<file path="config.mk">
export PLATFORM = sky130hd
export DESIGN_NAME = cem_mode_ctrl
export DESIGN_NICKNAME = d
export VERILOG_FILES = /design/src/logic/cem_pkg.sv /design/src/logic/cem_op_timer.sv /design/src/logic/cem_mode_ctrl.sv
export VERILOG_INCLUDE_DIRS = /design/src /design/src/logic
export SDC_FILE = /design/constraint.sdc
export NUM_CORES = 1
export LEC_CHECK = 0
export BUFFER_PORTS_ARGS = -buffer_cell sky130_fd_sc_hd__buf_2
export CORE_MARGIN = 3
export CORE_UTILIZATION = 50
export DETAILED_ROUTE_END_ITERATION = 10
export GPL_TIMING_DRIVEN = 1
export PLACE_DENSITY_LB_ADDON = 0.12
export SKIP_CTS_REPAIR_TIMING = 1
export SYNTH_ARGS = -nofsm -noshare
export SYNTH_HDL_FRONTEND = slang
export SYNTH_HIERARCHICAL = 1
export SYNTH_SLANG_ARGS = --single-unit
</file>
<file path="constraint.sdc">
create_clock -name clock -period 5 [get_ports clock]
set_input_delay 0 -clock clock [delete_from_list [all_inputs] [get_ports clock]]
set_output_delay 0 -clock clock [all_outputs]
set_load 0.05 [all_outputs]
</file>
<file path="src/logic/cem_defines.svh">
/*
 * register offsets, field positions, reset values and cycle counts of the
 * cipher engine mode control block.
 * assumes: included by bare name; defines only.
 */
`ifndef CEM_DEFINES_SVH
`define CEM_DEFINES_SVH

// ****************************************************************
// register byte offsets
// ****************************************************************
`define CEM_OFF_CONTROL       8'h50
`define CEM_OFF_MODE_CONTROL  8'h54
`define CEM_OFF_STATUS        8'h58
`define CEM_OFF_IRQ_STATUS    8'h70
`define CEM_OFF_IRQ_MASK      8'h74

// ****************************************************************
// companion control register fields (write one to act)
// ****************************************************************
`define CEM_CTL_CLEAR_IRQ     31
`define CEM_CTL_LOAD_MAC      26
`define CEM_CTL_CLEAR_MEM     25
`define CEM_CTL_START         24

// ****************************************************************
// mode control register fields
// ****************************************************************
`define CEM_MC_MASK_IRQ       31
`define CEM_MC_SELF_TEST      26
`define CEM_MC_CTR            25
`define CEM_MC_MAC            24
`define CEM_MC_BYPASS         2
`define CEM_MC_NORMAL         1
`define CEM_MC_ON             0
`define CEM_MC_RESET          32'h0000_0000

// ****************************************************************
// status register fields
// ****************************************************************
`define CEM_ST_DONE           26
`define CEM_ST_TEST_PASS      25

// ****************************************************************
// interrupt status and mask fields
// ****************************************************************
`define CEM_IRQ_DONE          0
`define CEM_IRQ_TEST_FAIL     1
`define CEM_IRQ_WIDTH         2

// ****************************************************************
// timing: clocks per cipher function
// ****************************************************************
`define CEM_PHASE_CYCLES      13

`endif

</file>
<file path="src/logic/cem_pkg.sv">
/*
 * types of the cipher engine mode control block.
 * assumes: compiled before the modules that name it.
 */
package cem_pkg;

    // operation sequencer states
    typedef enum logic [1:0] {
        st_idle,
        st_ctr,
        st_mac,
        st_test
    } cem_op_state_t;

endpackage : cem_pkg

</file>
<file path="src/logic/cem_op_timer.sv">
/*
 * operation sequencer: counts the clocks of each cipher function and
 * signals the end of a started operation.
 * assumes: start is a one-cycle pulse from the same clock, given only
 * while busy is low.
 */
`timescale 1ns/1ps
`default_nettype none
`include "cem_defines.svh"

module cem_op_timer #(
    parameter logic [4:0] PHASE_CYCLES = 5'(`CEM_PHASE_CYCLES)
) (
    input  wire logic clock,
    input  wire logic reset,
    input  wire logic start,
    input  wire logic ctr_en,
    input  wire logic mac_en,
    input  wire logic test_en,
    output var  logic run_ctr_ff,
    output var  logic run_mac_ff,
    output var  logic run_test_ff,
    output var  logic busy_ff,
    output var  logic done_ff
);

    cem_pkg::cem_op_state_t state_ff;
    logic [4:0]             cnt_ff;
    logic                   mac_next_ff;

    // ************************************************************
    // phase sequencing
    // ************************************************************
    // self test has priority; counter phase runs before mac phase
    always_ff @(posedge clock or posedge reset) begin
        if (reset) begin
            state_ff    <= cem_pkg::st_idle;
            cnt_ff      <= 5'h00;
            mac_next_ff <= 1'b0;
            done_ff     <= 1'b0;
        end else begin
            done_ff <= 1'b0;
            case (state_ff)
                cem_pkg::st_idle: begin
                    cnt_ff      <= PHASE_CYCLES - 5'h01;
                    mac_next_ff <= ctr_en & mac_en & ~test_en;
                    if (start && test_en) begin
                        state_ff <= cem_pkg::st_test;
                    end else if (start && ctr_en) begin
                        state_ff <= cem_pkg::st_ctr;
                    end else if (start && mac_en) begin
                        state_ff <= cem_pkg::st_mac;
                    end
                end
                default: begin
                    if (cnt_ff != 5'h00) begin
                        cnt_ff <= cnt_ff - 5'h01;
                    end else if (mac_next_ff) begin
                        // second function doubles the length
                        mac_next_ff <= 1'b0;
                        cnt_ff      <= PHASE_CYCLES - 5'h01;
                        state_ff    <= cem_pkg::st_mac;
                    end else begin
                        state_ff <= cem_pkg::st_idle;
                        done_ff  <= 1'b1;
                    end
                end
            endcase
        end
    end

    // ************************************************************
    // phase outputs, registered with the next state
    // ************************************************************
    always_ff @(posedge clock or posedge reset) begin
        if (reset) begin
            run_ctr_ff  <= 1'b0;
            run_mac_ff  <= 1'b0;
            run_test_ff <= 1'b0;
            busy_ff     <= 1'b0;
        end else if (state_ff == cem_pkg::st_idle) begin
            run_test_ff <= start & test_en;
            run_ctr_ff  <= start & ~test_en & ctr_en;
            run_mac_ff  <= start & ~test_en & ~ctr_en & mac_en;
            busy_ff     <= start & (test_en | ctr_en | mac_en);
        end else if (cnt_ff == 5'h00) begin
            run_test_ff <= 1'b0;
            run_ctr_ff  <= 1'b0;
            run_mac_ff  <= mac_next_ff;
            busy_ff     <= mac_next_ff;
        end
    end

endmodule : cem_op_timer
`default_nettype wire

</file>
<file path="src/logic/cem_mode_ctrl.sv">
/*
 * cipher engine mode control: apb register slave, persistent mode bits,
 * start and housekeeping strobes, done and self-test status, interrupt.
 * assumes: apb master on the same clock; the cipher datapath reads the
 * mode outputs and reports the self-test verdict on test_ok.
 */
// The APB register port is this design's own decision.
// Notes on behaviour
// - mode bits other than the sticky normal bit 1 keep written values; writing them never starts an operation
// - counter mode alone: operation runs counter encryption, 13 clocks
// - mac mode alone: started operation computes chained mac, 13 clocks
// - both modes set: both functions run, 26 clocks in total
// - bit 31 masks the interrupt; clear at reset, interrupt enabled
// - bit 26 selects self test for started operations; resets to zero
// - bypass bit 2 passes data unmodified; clear means data encrypted
// - after reset the engine is in boot mode using the secret key
// - writing one to bit 1 enters normal mode, using programmed key
// - once normal mode is set, writes of zero to it are ignored
// - only a system reset brings the engine back to boot mode
// - bit 0 enables the engine; clear at reset means disabled
// - start bit of companion control register begins selected operation
// - finished operation sets done flag; results are then valid
// - failed self test makes engine unusable, results forced to zero
`timescale 1ns/1ps
`default_nettype none
`include "cem_defines.svh"

module cem_mode_ctrl #(
    parameter logic [4:0] PHASE_CYCLES = 5'(`CEM_PHASE_CYCLES)
) (
    input  wire logic        clock,
    input  wire logic        reset,
    input  wire logic        psel,
    input  wire logic        penable,
    input  wire logic        pwrite,
    input  wire logic [7:0]  paddr,
    input  wire logic [31:0] pwdata,
    output var  logic [31:0] prdata,
    output var  logic        pready,
    output var  logic        pslverr,
    input  wire logic        test_ok,
    output var  logic        engine_enable,
    output var  logic        normal_key,
    output var  logic        bypass,
    output var  logic        run_ctr,
    output var  logic        run_mac,
    output var  logic        run_test,
    output var  logic        busy,
    output var  logic        result_zero,
    output var  logic        clear_mem,
    output var  logic        load_mac,
    output var  logic        irq
);

    // ************************************************************
    // state
    // ************************************************************
    localparam logic [31:0] MODE_RESET = `CEM_MC_RESET;
    logic        on_ff;
    logic        normal_ff;
    logic        bypass_ff;
    logic        mac_en_ff;
    logic        ctr_en_ff;
    logic        self_test_ff;
    logic        mask_irq_ff;
    logic        done_ff;
    logic        pass_ff;
    logic        failed_ff;
    logic        test_pend_ff;
    logic        clear_mem_ff;
    logic        load_mac_ff;
    logic        irq_ff;
    logic [1:0]  irq_stat_ff;
    logic [1:0]  irq_mask_ff;
    logic [31:0] prdata_ff;
    logic        pready_ff;
    logic        pslverr_ff;
    logic        op_done;
    logic        wr_en;
    logic        start_req;
    logic        clear_done;
    logic [31:0] nxt_prdata;
    logic        nxt_slverr;
    logic [31:0] mode_word;
    logic [31:0] status_word;
    logic [1:0]  irq_events;

    // ************************************************************
    // apb access
    // ************************************************************
    // write takes effect at the completing access edge
    assign wr_en = psel & penable & pready_ff & pwrite;

    // ready rises at the end of setup, so no access has a wait state
    always_ff @(posedge clock or posedge reset) begin
        if (reset) begin
            pready_ff  <= 1'b0;
            prdata_ff  <= 32'h0000_0000;
            pslverr_ff <= 1'b0;
        end else begin
            pready_ff  <= psel & ~pready_ff;
            prdata_ff  <= nxt_prdata;
            pslverr_ff <= psel & ~pready_ff & nxt_slverr;
        end
    end

    // readable images; reserved bits stay zero
    always_comb begin
        mode_word                   = 32'h0000_0000;
        mode_word[`CEM_MC_MASK_IRQ]  = mask_irq_ff;
        mode_word[`CEM_MC_SELF_TEST] = self_test_ff;
        mode_word[`CEM_MC_CTR]       = ctr_en_ff;
        mode_word[`CEM_MC_MAC]       = mac_en_ff;
        mode_word[`CEM_MC_BYPASS]    = bypass_ff;
        mode_word[`CEM_MC_NORMAL]    = normal_ff;
        mode_word[`CEM_MC_ON]        = on_ff;
        status_word                 = 32'h0000_0000;
        status_word[`CEM_ST_DONE]      = done_ff;
        status_word[`CEM_ST_TEST_PASS] = pass_ff;
    end

    // read mux and unmapped-address decode
    always_comb begin
        nxt_prdata = 32'h0000_0000;
        nxt_slverr = 1'b0;
        if (paddr == `CEM_OFF_CONTROL) begin
            nxt_prdata = 32'h0000_0000; // strobes read as zero
        end else if (paddr == `CEM_OFF_MODE_CONTROL) begin
            nxt_prdata = mode_word;
        end else if (paddr == `CEM_OFF_STATUS) begin
            nxt_prdata = status_word;
        end else if (paddr == `CEM_OFF_IRQ_STATUS) begin
            nxt_prdata = {30'h0000_0000, irq_stat_ff};
        end else if (paddr == `CEM_OFF_IRQ_MASK) begin
            nxt_prdata = {30'h0000_0000, irq_mask_ff};
        end else begin
            nxt_slverr = 1'b1;
        end
    end

    // ************************************************************
    // mode control register
    // ************************************************************
    // plain storage: no write here starts the sequencer
    always_ff @(posedge clock or posedge reset) begin
        if (reset) begin
            on_ff        <= MODE_RESET[`CEM_MC_ON];
            bypass_ff    <= 1'b0;
            mac_en_ff    <= 1'b0;
            ctr_en_ff    <= 1'b0;
            self_test_ff <= 1'b0;
            mask_irq_ff  <= 1'b0;
        end else if (wr_en && paddr == `CEM_OFF_MODE_CONTROL) begin
            on_ff        <= pwdata[`CEM_MC_ON];
            bypass_ff    <= pwdata[`CEM_MC_BYPASS];
            mac_en_ff    <= pwdata[`CEM_MC_MAC];
            ctr_en_ff    <= pwdata[`CEM_MC_CTR];
            self_test_ff <= pwdata[`CEM_MC_SELF_TEST];
            mask_irq_ff  <= pwdata[`CEM_MC_MASK_IRQ];
        end
    end

    // boot to normal is one way; only reset returns to boot
    always_ff @(posedge clock or posedge reset) begin
        if (reset) begin
            normal_ff <= 1'b0;
        end else if (wr_en && paddr == `CEM_OFF_MODE_CONTROL &&
                     pwdata[`CEM_MC_NORMAL]) begin
            normal_ff <= 1'b1;
        end
    end

    // ************************************************************
    // companion control strobes
    // ************************************************************
    // start is honoured only when enabled, idle and not failed
    assign start_req = wr_en && paddr == `CEM_OFF_CONTROL &&
                       pwdata[`CEM_CTL_START] && on_ff && !busy &&
                       !failed_ff;
    assign clear_done = wr_en && paddr == `CEM_OFF_CONTROL &&
                        pwdata[`CEM_CTL_CLEAR_IRQ];

    // housekeeping pulses to the datapath, one cycle each
    always_ff @(posedge clock or posedge reset) begin
        if (reset) begin
            clear_mem_ff <= 1'b0;
            load_mac_ff  <= 1'b0;
        end else begin
            clear_mem_ff <= wr_en && paddr == `CEM_OFF_CONTROL &&
                            pwdata[`CEM_CTL_CLEAR_MEM];
            load_mac_ff  <= wr_en && paddr == `CEM_OFF_CONTROL &&
                            pwdata[`CEM_CTL_LOAD_MAC];
        end
    end

    // ************************************************************
    // operation sequencer
    // ************************************************************
    cem_op_timer #(
        .PHASE_CYCLES (PHASE_CYCLES)
    ) u_timer (
        .clock       (clock),
        .reset       (reset),
        .start       (start_req),
        .ctr_en      (ctr_en_ff),
        .mac_en      (mac_en_ff),
        .test_en     (self_test_ff),
        .run_ctr_ff  (run_ctr),
        .run_mac_ff  (run_mac),
        .run_test_ff (run_test),
        .busy_ff     (busy),
        .done_ff     (op_done)
    );

    // ************************************************************
    // done and self-test status
    // ************************************************************
    // a finishing operation wins over a clear in the same cycle
    always_ff @(posedge clock or posedge reset) begin
        if (reset) begin
            done_ff <= 1'b0;
        end else if (op_done) begin
            done_ff <= 1'b1;
        end else if (clear_done) begin
            done_ff <= 1'b0;
        end
    end

    // the verdict is taken when a self-test operation ends
    always_ff @(posedge clock or posedge reset) begin
        if (reset) begin
            test_pend_ff <= 1'b0;
            pass_ff      <= 1'b0;
            failed_ff    <= 1'b0;
        end else begin
            if (start_req) begin
                test_pend_ff <= self_test_ff;
            end else if (op_done) begin
                test_pend_ff <= 1'b0;
            end
            if (op_done && test_pend_ff) begin
                pass_ff   <= test_ok;
                failed_ff <= failed_ff | ~test_ok;
            end
        end
    end

    // ************************************************************
    // interrupt status, mask and request
    // ************************************************************
    assign irq_events = {op_done & test_pend_ff & ~test_ok, op_done};

    // write one to clear; a new event wins over the clear
    always_ff @(posedge clock or posedge reset) begin
        if (reset) begin
            irq_stat_ff <= 2'h0;
            irq_mask_ff <= 2'h0;
        end else begin
            if (wr_en && paddr == `CEM_OFF_IRQ_STATUS) begin
                irq_stat_ff <= (irq_stat_ff & ~pwdata[1:0]) | irq_events;
            end else if (clear_done) begin
                irq_stat_ff <= (irq_stat_ff & 2'h2) | irq_events;
            end else begin
                irq_stat_ff <= irq_stat_ff | irq_events;
            end
            if (wr_en && paddr == `CEM_OFF_IRQ_MASK) begin
                irq_mask_ff <= pwdata[1:0];
            end
        end
    end

    // done-driven request, gated by the mode mask bit
    always_ff @(posedge clock or posedge reset) begin
        if (reset) begin
            irq_ff <= 1'b0;
        end else begin
            irq_ff <= |(irq_stat_ff & ~irq_mask_ff) & done_ff &
                      ~mask_irq_ff;
        end
    end

    // ************************************************************
    // outputs
    // ************************************************************
    assign prdata        = prdata_ff;
    assign pready        = pready_ff;
    assign pslverr       = pslverr_ff;
    assign engine_enable = on_ff;
    assign normal_key    = normal_ff;
    assign bypass        = bypass_ff;
    assign result_zero   = failed_ff;
    assign clear_mem     = clear_mem_ff;
    assign load_mac      = load_mac_ff;
    assign irq           = irq_ff;

endmodule : cem_mode_ctrl
`default_nettype wire

</file>
# Word level (Yosys, flattened, before mapping)
# Index checks and enable logic that the tools add are counted.
# classes
bitwise	32
eq_ne	7
muxes	36
add_sub_neg	1
reduce_logical	27
# ops
op	count
two-way mux 32 bit	2
== test 8 x 7 -> 1 bit, second input constant	5
two-way mux 27 bit	1
two-way mux 1 bit	20
two-way mux 2 bit	10
AND 1 bit	17
logical AND 1 bit	16
two-way mux 5 bit	3
OR 2 bit	3
nonzero test 2 bit	3
zero test 5 bit	1
inverter 1 bit	5
nonzero test 5 bit	1
subtractor 5 x 1 -> 5 bit, second input constant	1
AND 2 bit	2
inequality test 4 x 1 -> 1 bit, second input constant	1
inverter 2 bit	2
OR 1 bit	3
nonzero test 3 bit	1
zero test 1 bit	2
zero test 2 bit	1
inequality test 2 bit, second input constant	1
AND reduction 2 bit	1
OR reduction 2 bit	1
# totals
output_inout_bits	45
register_bits	65
in_bits	46
wordCells	130

# Depth between registers and ports, before layout
# Gate-level depths: netlist of the first run.
# logic_depth
word_depth	13
mapped_depth	6
depth_no_buf	5

# Hierarchy
# The synthesis of the first run kept the hierarchy.
# by_module_without_submodules
module	area_per_inst_um2	instances	seq_area_each_um2	cells_per_inst
cem_mode_ctrl	1357.6	1	675.6	118
cem_op_timer	629.4	1	325.3	61

# Worst setup path before layout of the first run
# OpenSTA, ideal clock, no wires.
# synth_timing
path_kind	register to register
start	reg on_ff, in the netlist engine_enable
end	reg test_pend_ff
n_path_buf	0
setup_time_ns	0.125
required_time_ns	4.875
stages_incl_launch_ff	4
synth_period_minus_slack_ns	2.112
arrival_time_ns	1.987
slack_ns	2.888
path_cell_list	dfrtp_1 > or4bb_1 > nor4_2 > mux2_2
# synth_between
elab_chain_len	4
elab_cells_between_ends	5
cone_classes	mux (1); reduce/logical (4)
# synth_rtl
element	line_no	source
from (decl)	cem_mode_ctrl.sv:59	logic on_ff;
from (signal assigned)	cem_mode_ctrl.sv:147	on_ff <= MODE_RESET[`CEM_MC_ON];
from (signal assigned)	cem_mode_ctrl.sv:154	on_ff <= pwdata[`CEM_MC_ON];
logical AND 1 bit (*) (3 in series)	cem_mode_ctrl.sv:177	assign start_req = wr_en && paddr == `CEM_OFF_CONTROL &&
named net start_req	cem_mode_ctrl.sv:80	logic start_req;
two-way mux 1 bit or nonzero test 2 bit (tied branches)	n/a	
to (signal assigned)	cem_mode_ctrl.sv:237	test_pend_ff <= self_test_ff;
to (decl)	cem_mode_ctrl.sv:69	logic test_pend_ff;
# Mark *: on every way through the listed nets, which the timed path passes. The rest lies on a longest branch.
# A chain may end at the register's enable or synchronous reset.

# Worst setup path after layout of the first run
# layout_timing
start	reg u_timer.busy_ff
end	reg u_timer.state_ff[0]
# layout_between
elab_chain_len	7
elab_cells_between_ends	11
cone_classes	eq/ne (1); mux (3); reduce/logical (7)
# layout_rtl
element	line_no	source
from (decl)	cem_op_timer.sv:23	output var logic busy_ff,
from (signal assigned)	cem_op_timer.sv:85	busy_ff <= start & (test_en | ctr_en | mac_en);
from (signal assigned)	cem_op_timer.sv:90	busy_ff <= mac_next_ff;
zero test 1 bit (*)	cem_mode_ctrl.sv:178	pwdata[`CEM_CTL_START] && on_ff && !busy &&
logical AND 1 bit (*) (2 in series)	cem_mode_ctrl.sv:177	
named net start_req	cem_mode_ctrl.sv:80	
logical AND 1 bit	cem_op_timer.sv:49	end else if (start && ctr_en) begin
two-way mux 2 bit	cem_op_timer.sv:49	
two-way mux 2 bit	cem_op_timer.sv:47	if (start && test_en) begin
two-way mux 2 bit	cem_op_timer.sv:43	case (state_ff)
to (signal assigned)	cem_op_timer.sv:48	state_ff <= cem_pkg::st_test;
to (signal assigned)	cem_op_timer.sv:50	state_ff <= cem_pkg::st_ctr;
to (signal assigned)	cem_op_timer.sv:52	state_ff <= cem_pkg::st_mac;
to (decl)	cem_op_timer.sv:27	cem_pkg::cem_op_state_t state_ff;
# Marks and branches as above.

==> results.py, run 1 <==
metrics = {
    "final_layout": {
        "fin_nets": 279,
        "syn2layout_area_growth_pct": 17.1,
        "diodes": 0,
        "drive_above_1_share": 0.292,
        "final_core_util": 0.622,
    },
    "detailed_routing": {
        "drtAntennaViolNets": 0,
        "wirelength_mm": 3.91,
        "dr.pass1.iters": 6,
        "viasPerCell": 5.15,
        "drt_iter0_markers": 80,
        "vias": 1447,
        "drc": 0,
        "wl_per_cell_um": 13.9,
    },
    "global_route": {
        "grt.overflow.total": 0,
        "grt_pass1_vias": 1360,
        "grt_max_degree": 28,
        "grt_antenna_before_repair": 0,
        "grt_pass1_wl_mm": 6.52,
        "track_usage": 0.169,
    },
    "pwr": {
        "vdd_drop_max_v": 0.000180,
        "leakage_uw": 0.00116,
        "power_density_nw_per_um2": 270,
    },
    "clock_tree": {
        "cts.path.max_buffers": 2,
        "cts_buffers": 5,
        "clock_latency_ps": 280,
        "cts.reportedPaths.clkPinSlew_ps": 70,
        "clock_sinks": 40,
        "cts_max_level": 2,
        "tritoncts": "done",
        "cts_root_buffer": "clkbuf_8",
    },
    "critical_path": {
        "critPathMaxFanout": 7,
        "worstSetupStartpointType": "register",
        "crit_type": "reg2reg",
        "endpoint_kind": "register",
        "worstPathRequired_ps": 5170,
        "cp.arrival_ps": 2280,
    },
    "floorplanning": {
        "core_um2": 3740,
        "io_pins": 91,
        "start_util": 0.531,
        "die_w_um": 69.0,
        "die_y_um": 69.0,
        "core.rowCount": 22,
        "die-area_um2": 4770,
    },
    "timing": {
        "period_minus_slack_ps": 2120,
        "worstMarginPinSlew_ps": 1010,
        "fin_crit_sh": 0.423,
        "timing.fmax_ghz": 0.473,
        "tns_ps": 0,
        "finalSetupViolCount": 0,
        "timing.slew.headroom": 0.327,
        "rsz0062_at_grt": "false",
        "hold_viol_final": 0,
        "finalClockSkew_ps": 3.54,
        "drv_slew": 0,
    },
    "yosys": {
        "synth-async-reset-ratio": 1.00,
        "synth_ff_type": "dfrtp_1",
        "synthMuxAreaShare": 0.0762,
        "syn_area_um2": 1990,
        "synth_xor_xnor_area_share": 0,
        "yosys_warnings": 6,
        "synth.distinct_cells": 50,
        "synth_fa_ha_area_frac": 0.00630,
        "synth_top_family_by_area": "simple AND/OR/NAND/NOR gates",
        "synth-compound-area-share": 0.106,
        "postSynthCellCount": 179,
        "syn_area_per_cell_um2": 11.1,
        "synth_seq_area_share": 0.504,
        "synth-seq-cells": 40,
        "synthSimpleGateAreaFrac": 0.185,
        "synth_edf_count": 0,
    },
    "placed_design": {
        "routabilityCongestion": 0.869,
        "dp_hpwl_mm": 2.92,
        "portBuffers": 40,
    },
    "run": {
        "drv_cap": 0,
    },
    "min_path": {
        "hold_class": "in2reg",
    },
    "outcome": {
        "outcome": "completed",
    },
}
==> synthesized netlist by cell type (4+ instances only) <==
| library cell | n | area [um^2] |
|---|---|---|
| nand3_1 | 5 | 25.0 |
| nor2_1 | 9 | 33.8 |
| dfrtp_1 | 40 | 1000 |
| inv_1 | 10 | 37.5 |
| a31oi_1 | 4 | 25.0 |
| nor2b_1 | 4 | 25.0 |
| mux2_2 | 9 | 101 |
| nor3_1 | 4 | 20.0 |
| buf_4 | 26 | 195 |
| nand2_1 | 9 | 33.8 |
| and2_1 | 5 | 31.3 |
==> power by group <==
| part | switching (uW) | internal, uW |
|---|---|---|
| clock | 105 | 110 |
| combinational | 67.3 | 18.1 |
| sequential | 2.30 | 326 |
==> placed cells by master, fill, tap and decap left out, types with 3 or more instances in the layout <==
master          n
nand2_1         9
clkbuf_8        6
dlygate4sd3_1  10
o41ai_1         3
a21oi_1         3
nand3_1         5
a22oi_1         3
conb_1         25
nor3_1          4
dfrtp_1        40
a31oi_1         4
nor2b_1         4
nor2_1          9
buf_2          40
mux2_2          9
inv_1          10
and2_1          5
==> critical path: stages, from the launching register on <==
cell	delay, ps
dfrtp_1	410
or4bb_1	520
nor4_2	590
inv_1	90
o41ai_1	390
==> logic make-up after synthesis <==
group / Yosys count
compound gates: 28
fa+ha+maj: 1
buf+inv: 38
flops: 40
mux: 13
other cells: 1
simple gates: 58
==> through the flow <==
| step | setup slack (ps) | hold WS, ps | total power [uW] | instance area [um^2] | std cells |
|---|---|---|---|---|---|
| finish | 2880 | 28.6 | 629 | 2330 | 281 |
| global route | 2750 | 51.5 | 655 | 2330 | 281 |
| CTS | 2880 | -252 | 630 | 2230 | 271 |
| detailed placement | 2890 | 62.1 | 414 | 2130 | 263 |
| global placement | 3000 | 44.4 | 414 | 2130 | 263 |
| floorplan | 2890 | -123 | 413 | 2080 | 203 |
==> state kept, by name, indices dropped and copies added (netlist names), 2 cells and up <==
register,cells
irq_mask_ff,2
prdata,7
u_timer/cnt_ff,5
irq_stat_ff,2
u_timer/state_ff,2
==> path summary, 6_finish.rpt <==
kind / start / endpoint / slack, ps / cells after the start
max in group asynchronous: reset / pready / 3850 / 3
min in group asynchronous: reset / u_timer/state_ff[0] / 320 / 3
worst min-delay path: paddr[0] / pslverr / 30 / 2
worst max register to register: u_timer/busy_ff / u_timer/state_ff[0] / 2880 / 4
worst max-delay path: u_timer/busy_ff / u_timer/state_ff[0] / 2880 / 4
worst min register to register: mask_irq_ff / irq / 470 / 1
==> layer usage <==
metal	part of all wire	routed length, um	up-vias	GRT usage
li1	-	-	693	-
met1	0.43	1700	679	0.220
met2	0.47	1850	67	0.263
met3	0.073	284	8	0.0481
met4	0.018	69	0	0.0694
met5	0	0	-	0
==> layout make-up <==
type,instances,area [um^2]
fillers,316,1420
flip-flops and latches,40,1000
multi-input cells,125,836
repair buffers,50,300
clock buffers,6,82.6
well taps,48,60.1
inverters,10,37.5
clock inverters,2,10.0
(Power assumes the default switching activity.)
==> inputs of run 2 (changes only) <==
--- a/config.mk
+++ b/config.mk
@@ -8,7 +8,7 @@
 export LEC_CHECK = 0
 export BUFFER_PORTS_ARGS = -buffer_cell sky130_fd_sc_hd__buf_2
 export CORE_MARGIN = 3
-export CORE_UTILIZATION = 50
+export CORE_UTILIZATION = 46
 export DETAILED_ROUTE_END_ITERATION = 10
 export GPL_TIMING_DRIVEN = 1
 export PLACE_DENSITY_LB_ADDON = 0.12
==> constraint.sdc (replaced) <==
create_clock -name clock -period 2.1 [get_ports clock]
set_input_delay 0 -clock clock [delete_from_list [all_inputs] [get_ports clock]]
set_output_delay 0 -clock clock [all_outputs]
set_load 0.05 [all_outputs]
==> run 2 against run 1 <==
Clock-buffer cell count is the same. Total power grew to 2.5 times the previous value. Flip-flop and latch count stayed put. Sequential power up 140%. Sequential share of layout area fell by 0.88 points. Final cell count increased by 2.1%. Worst setup slack lost 2800 ps. Via count rose by 4.2%. Highest routed layer unchanged.
==> results.py, run 2 (synthesized netlist as in run 1, its figures left out) <==
metrics = {
    "outcome": {
        "outcome": "completed",
    },
    "floorplanning": {
        "core.rowCount": 23,
        "core_um2": 4090,
        "io_pins": 91,
        "die_y_um": 71.7,
        "start_util": 0.486,
        "die-area_um2": 5140,
        "die_w_um": 71.7,
    },
    "critical_path": {
        "worstReg2RegStart": "u_timer/busy_ff",
        "critPathMaxFanout": 5,
        "slowest_delay_ps": 620,
        "worstPathRequired_ps": 2260,
        "worst-path-buf-inv": 3,
        "path_cells": "dlygate4sd3_1 -> buf_2 -> or4_1 -> nor4_2 -> inv_1 -> o41ai_1",
        "path_delay_family": "simple AND/OR/NAND/NOR gates",
        "worstSetupStartpointType": "input port",
        "crit_slowest_cell": "or4_1",
        "ff2ff_path_depth": 4,
        "cp.arrival_ps": 2160,
        "r2r_setup_slack_ps": 120,
        "crit_type": "in2reg",
        "endpoint_kind": "register",
        "r2r_end": "u_timer/state_ff[0]",
    },
    "pwr": {
        "vdd_drop_max_v": 0.000461,
        "leakage_uw": 0.00118,
        "power_density_nw_per_um2": 672,
    },
    "final_layout": {
        "seq_area_um2": 1000,
        "multi_input_area_um2": 836,
        "fin_nets": 283,
        "fill_cells": 366,
        "largest_reg_flops": 7,
        "drive_above_1_share": 0.300,
        "diodes": 0,
        "syn2layout_area_growth_pct": 19.7,
        "final_common_cell": "buf_2",
        "instances_no_fill": 287,
        "final_cell_mix": "buf_2, dfrtp_1, conb_1, dlygate4sd3_1, inv_1",
    },
    "global_route": {
        "grt_pass1_wl_mm": 6.84,
        "track_usage": 0.172,
        "grt.overflow.total": 0,
        "grt_max_degree": 18,
        "grt_pass1_vias": 1450,
        "grt_antenna_before_repair": 0,
    },
    "clock_tree": {
        "tritoncts": "done",
        "cts_root_buffer": "clkbuf_8",
        "cts_buffers": 5,
        "cts_max_level": 2,
        "clock_latency_ps": 290,
        "clock_sinks": 40,
        "cts.path.max_buffers": 2,
        "cts.reportedPaths.clkPinSlew_ps": 70,
    },
    "placed_design": {
        "portBuffers": 40,
        "routabilityCongestion": 0.819,
        "dp.cells": 268,
        "dp_hpwl_mm": 3.08,
        "place_ws_ps": 169,
    },
    "detailed_routing": {
        "vias": 1508,
        "dr.pass1.iters": 4,
        "drtAntennaViolNets": 0,
        "wirelength_mm": 4.26,
        "drc": 0,
        "drt_iter0_markers": 71,
        "wl_per_cell_um": 14.8,
        "viasPerCell": 5.25,
    },
    "timing": {
        "finalWorstSetupSlack_ps": 103,
        "tns_ps": 0,
        "rsz0062_at_grt": "false",
        "worstMarginPinSlew_ps": 650,
        "fin_crit_sh": 0.951,
        "timing.slew.headroom": 0.566,
        "timing.fmax_ghz": 0.501,
        "finalClockSkew_ps": 2.21,
        "timing.hold.ws_ps": 3.13,
        "finalSetupViolCount": 0,
        "period_minus_slack_ps": 2000,
        "hold_viol_final": 0,
        "drv_slew": 0,
    },
    "min_path": {
        "hold_class": "in2reg",
        "hold_path_end": "pslverr",
        "min_from": "paddr[1]",
        "whs_path_depth": 2,
    },
    "run": {
        "drv_cap": 0,
    },
}
## run 2: area by class of cell
class | instances | area share
clock buffers | 6 | 0.0305
clock inverters | 2 | 0.0147
inverters | 10 | 0.0158
multi-input cells | 125 | 0.351
flip-flops and latches | 40 | 0.421
well taps | 50 | 0.0263
repair buffers | 54 | 0.140
## run 2: how the worst max path moves through the flow
stage	end	start	slack, ps	cells past startpoint
2_1_floorplan	test_pend_ff	u_timer/busy_ff	40	3
3_3_place_gp	u_timer/state_ff[0]	u_timer/busy_ff	300	4
3_5_place_dp	u_timer/state_ff[0]	u_timer/busy_ff	170	4
4_1_cts	u_timer/state_ff[0]	u_timer/busy_ff	140	4
5_1_grt	u_timer/state_ff[0]	paddr[0]	30	6
6_report	u_timer/state_ff[0]	paddr[0]	100	6
## run 2: per-layer routing
layer,track usage,routed length [um]
met1,0.202,1690
met2,0.284,2210
met3,0.0547,277
met4,0.0835,83
met5,0,0
## run 2: stage by stage
stage          area (um^2)  total power, uW   util
2_1_floorplan         2080              982      -
6_report              2380             1600  0.582
5_1_grt               2380             1670  0.582
3_5_place_dp          2160              987  0.529
3_3_place_gp          2160              986  0.529
4_1_cts               2270             1600  0.555
## run 2: power by group
group          switching (uW)  total, uW  leakage, uW  internal, uW
clock                     257        610    0.0000552           352
sequential               4.88        782     0.000521           777
combinational             161        207     0.000603          45.6
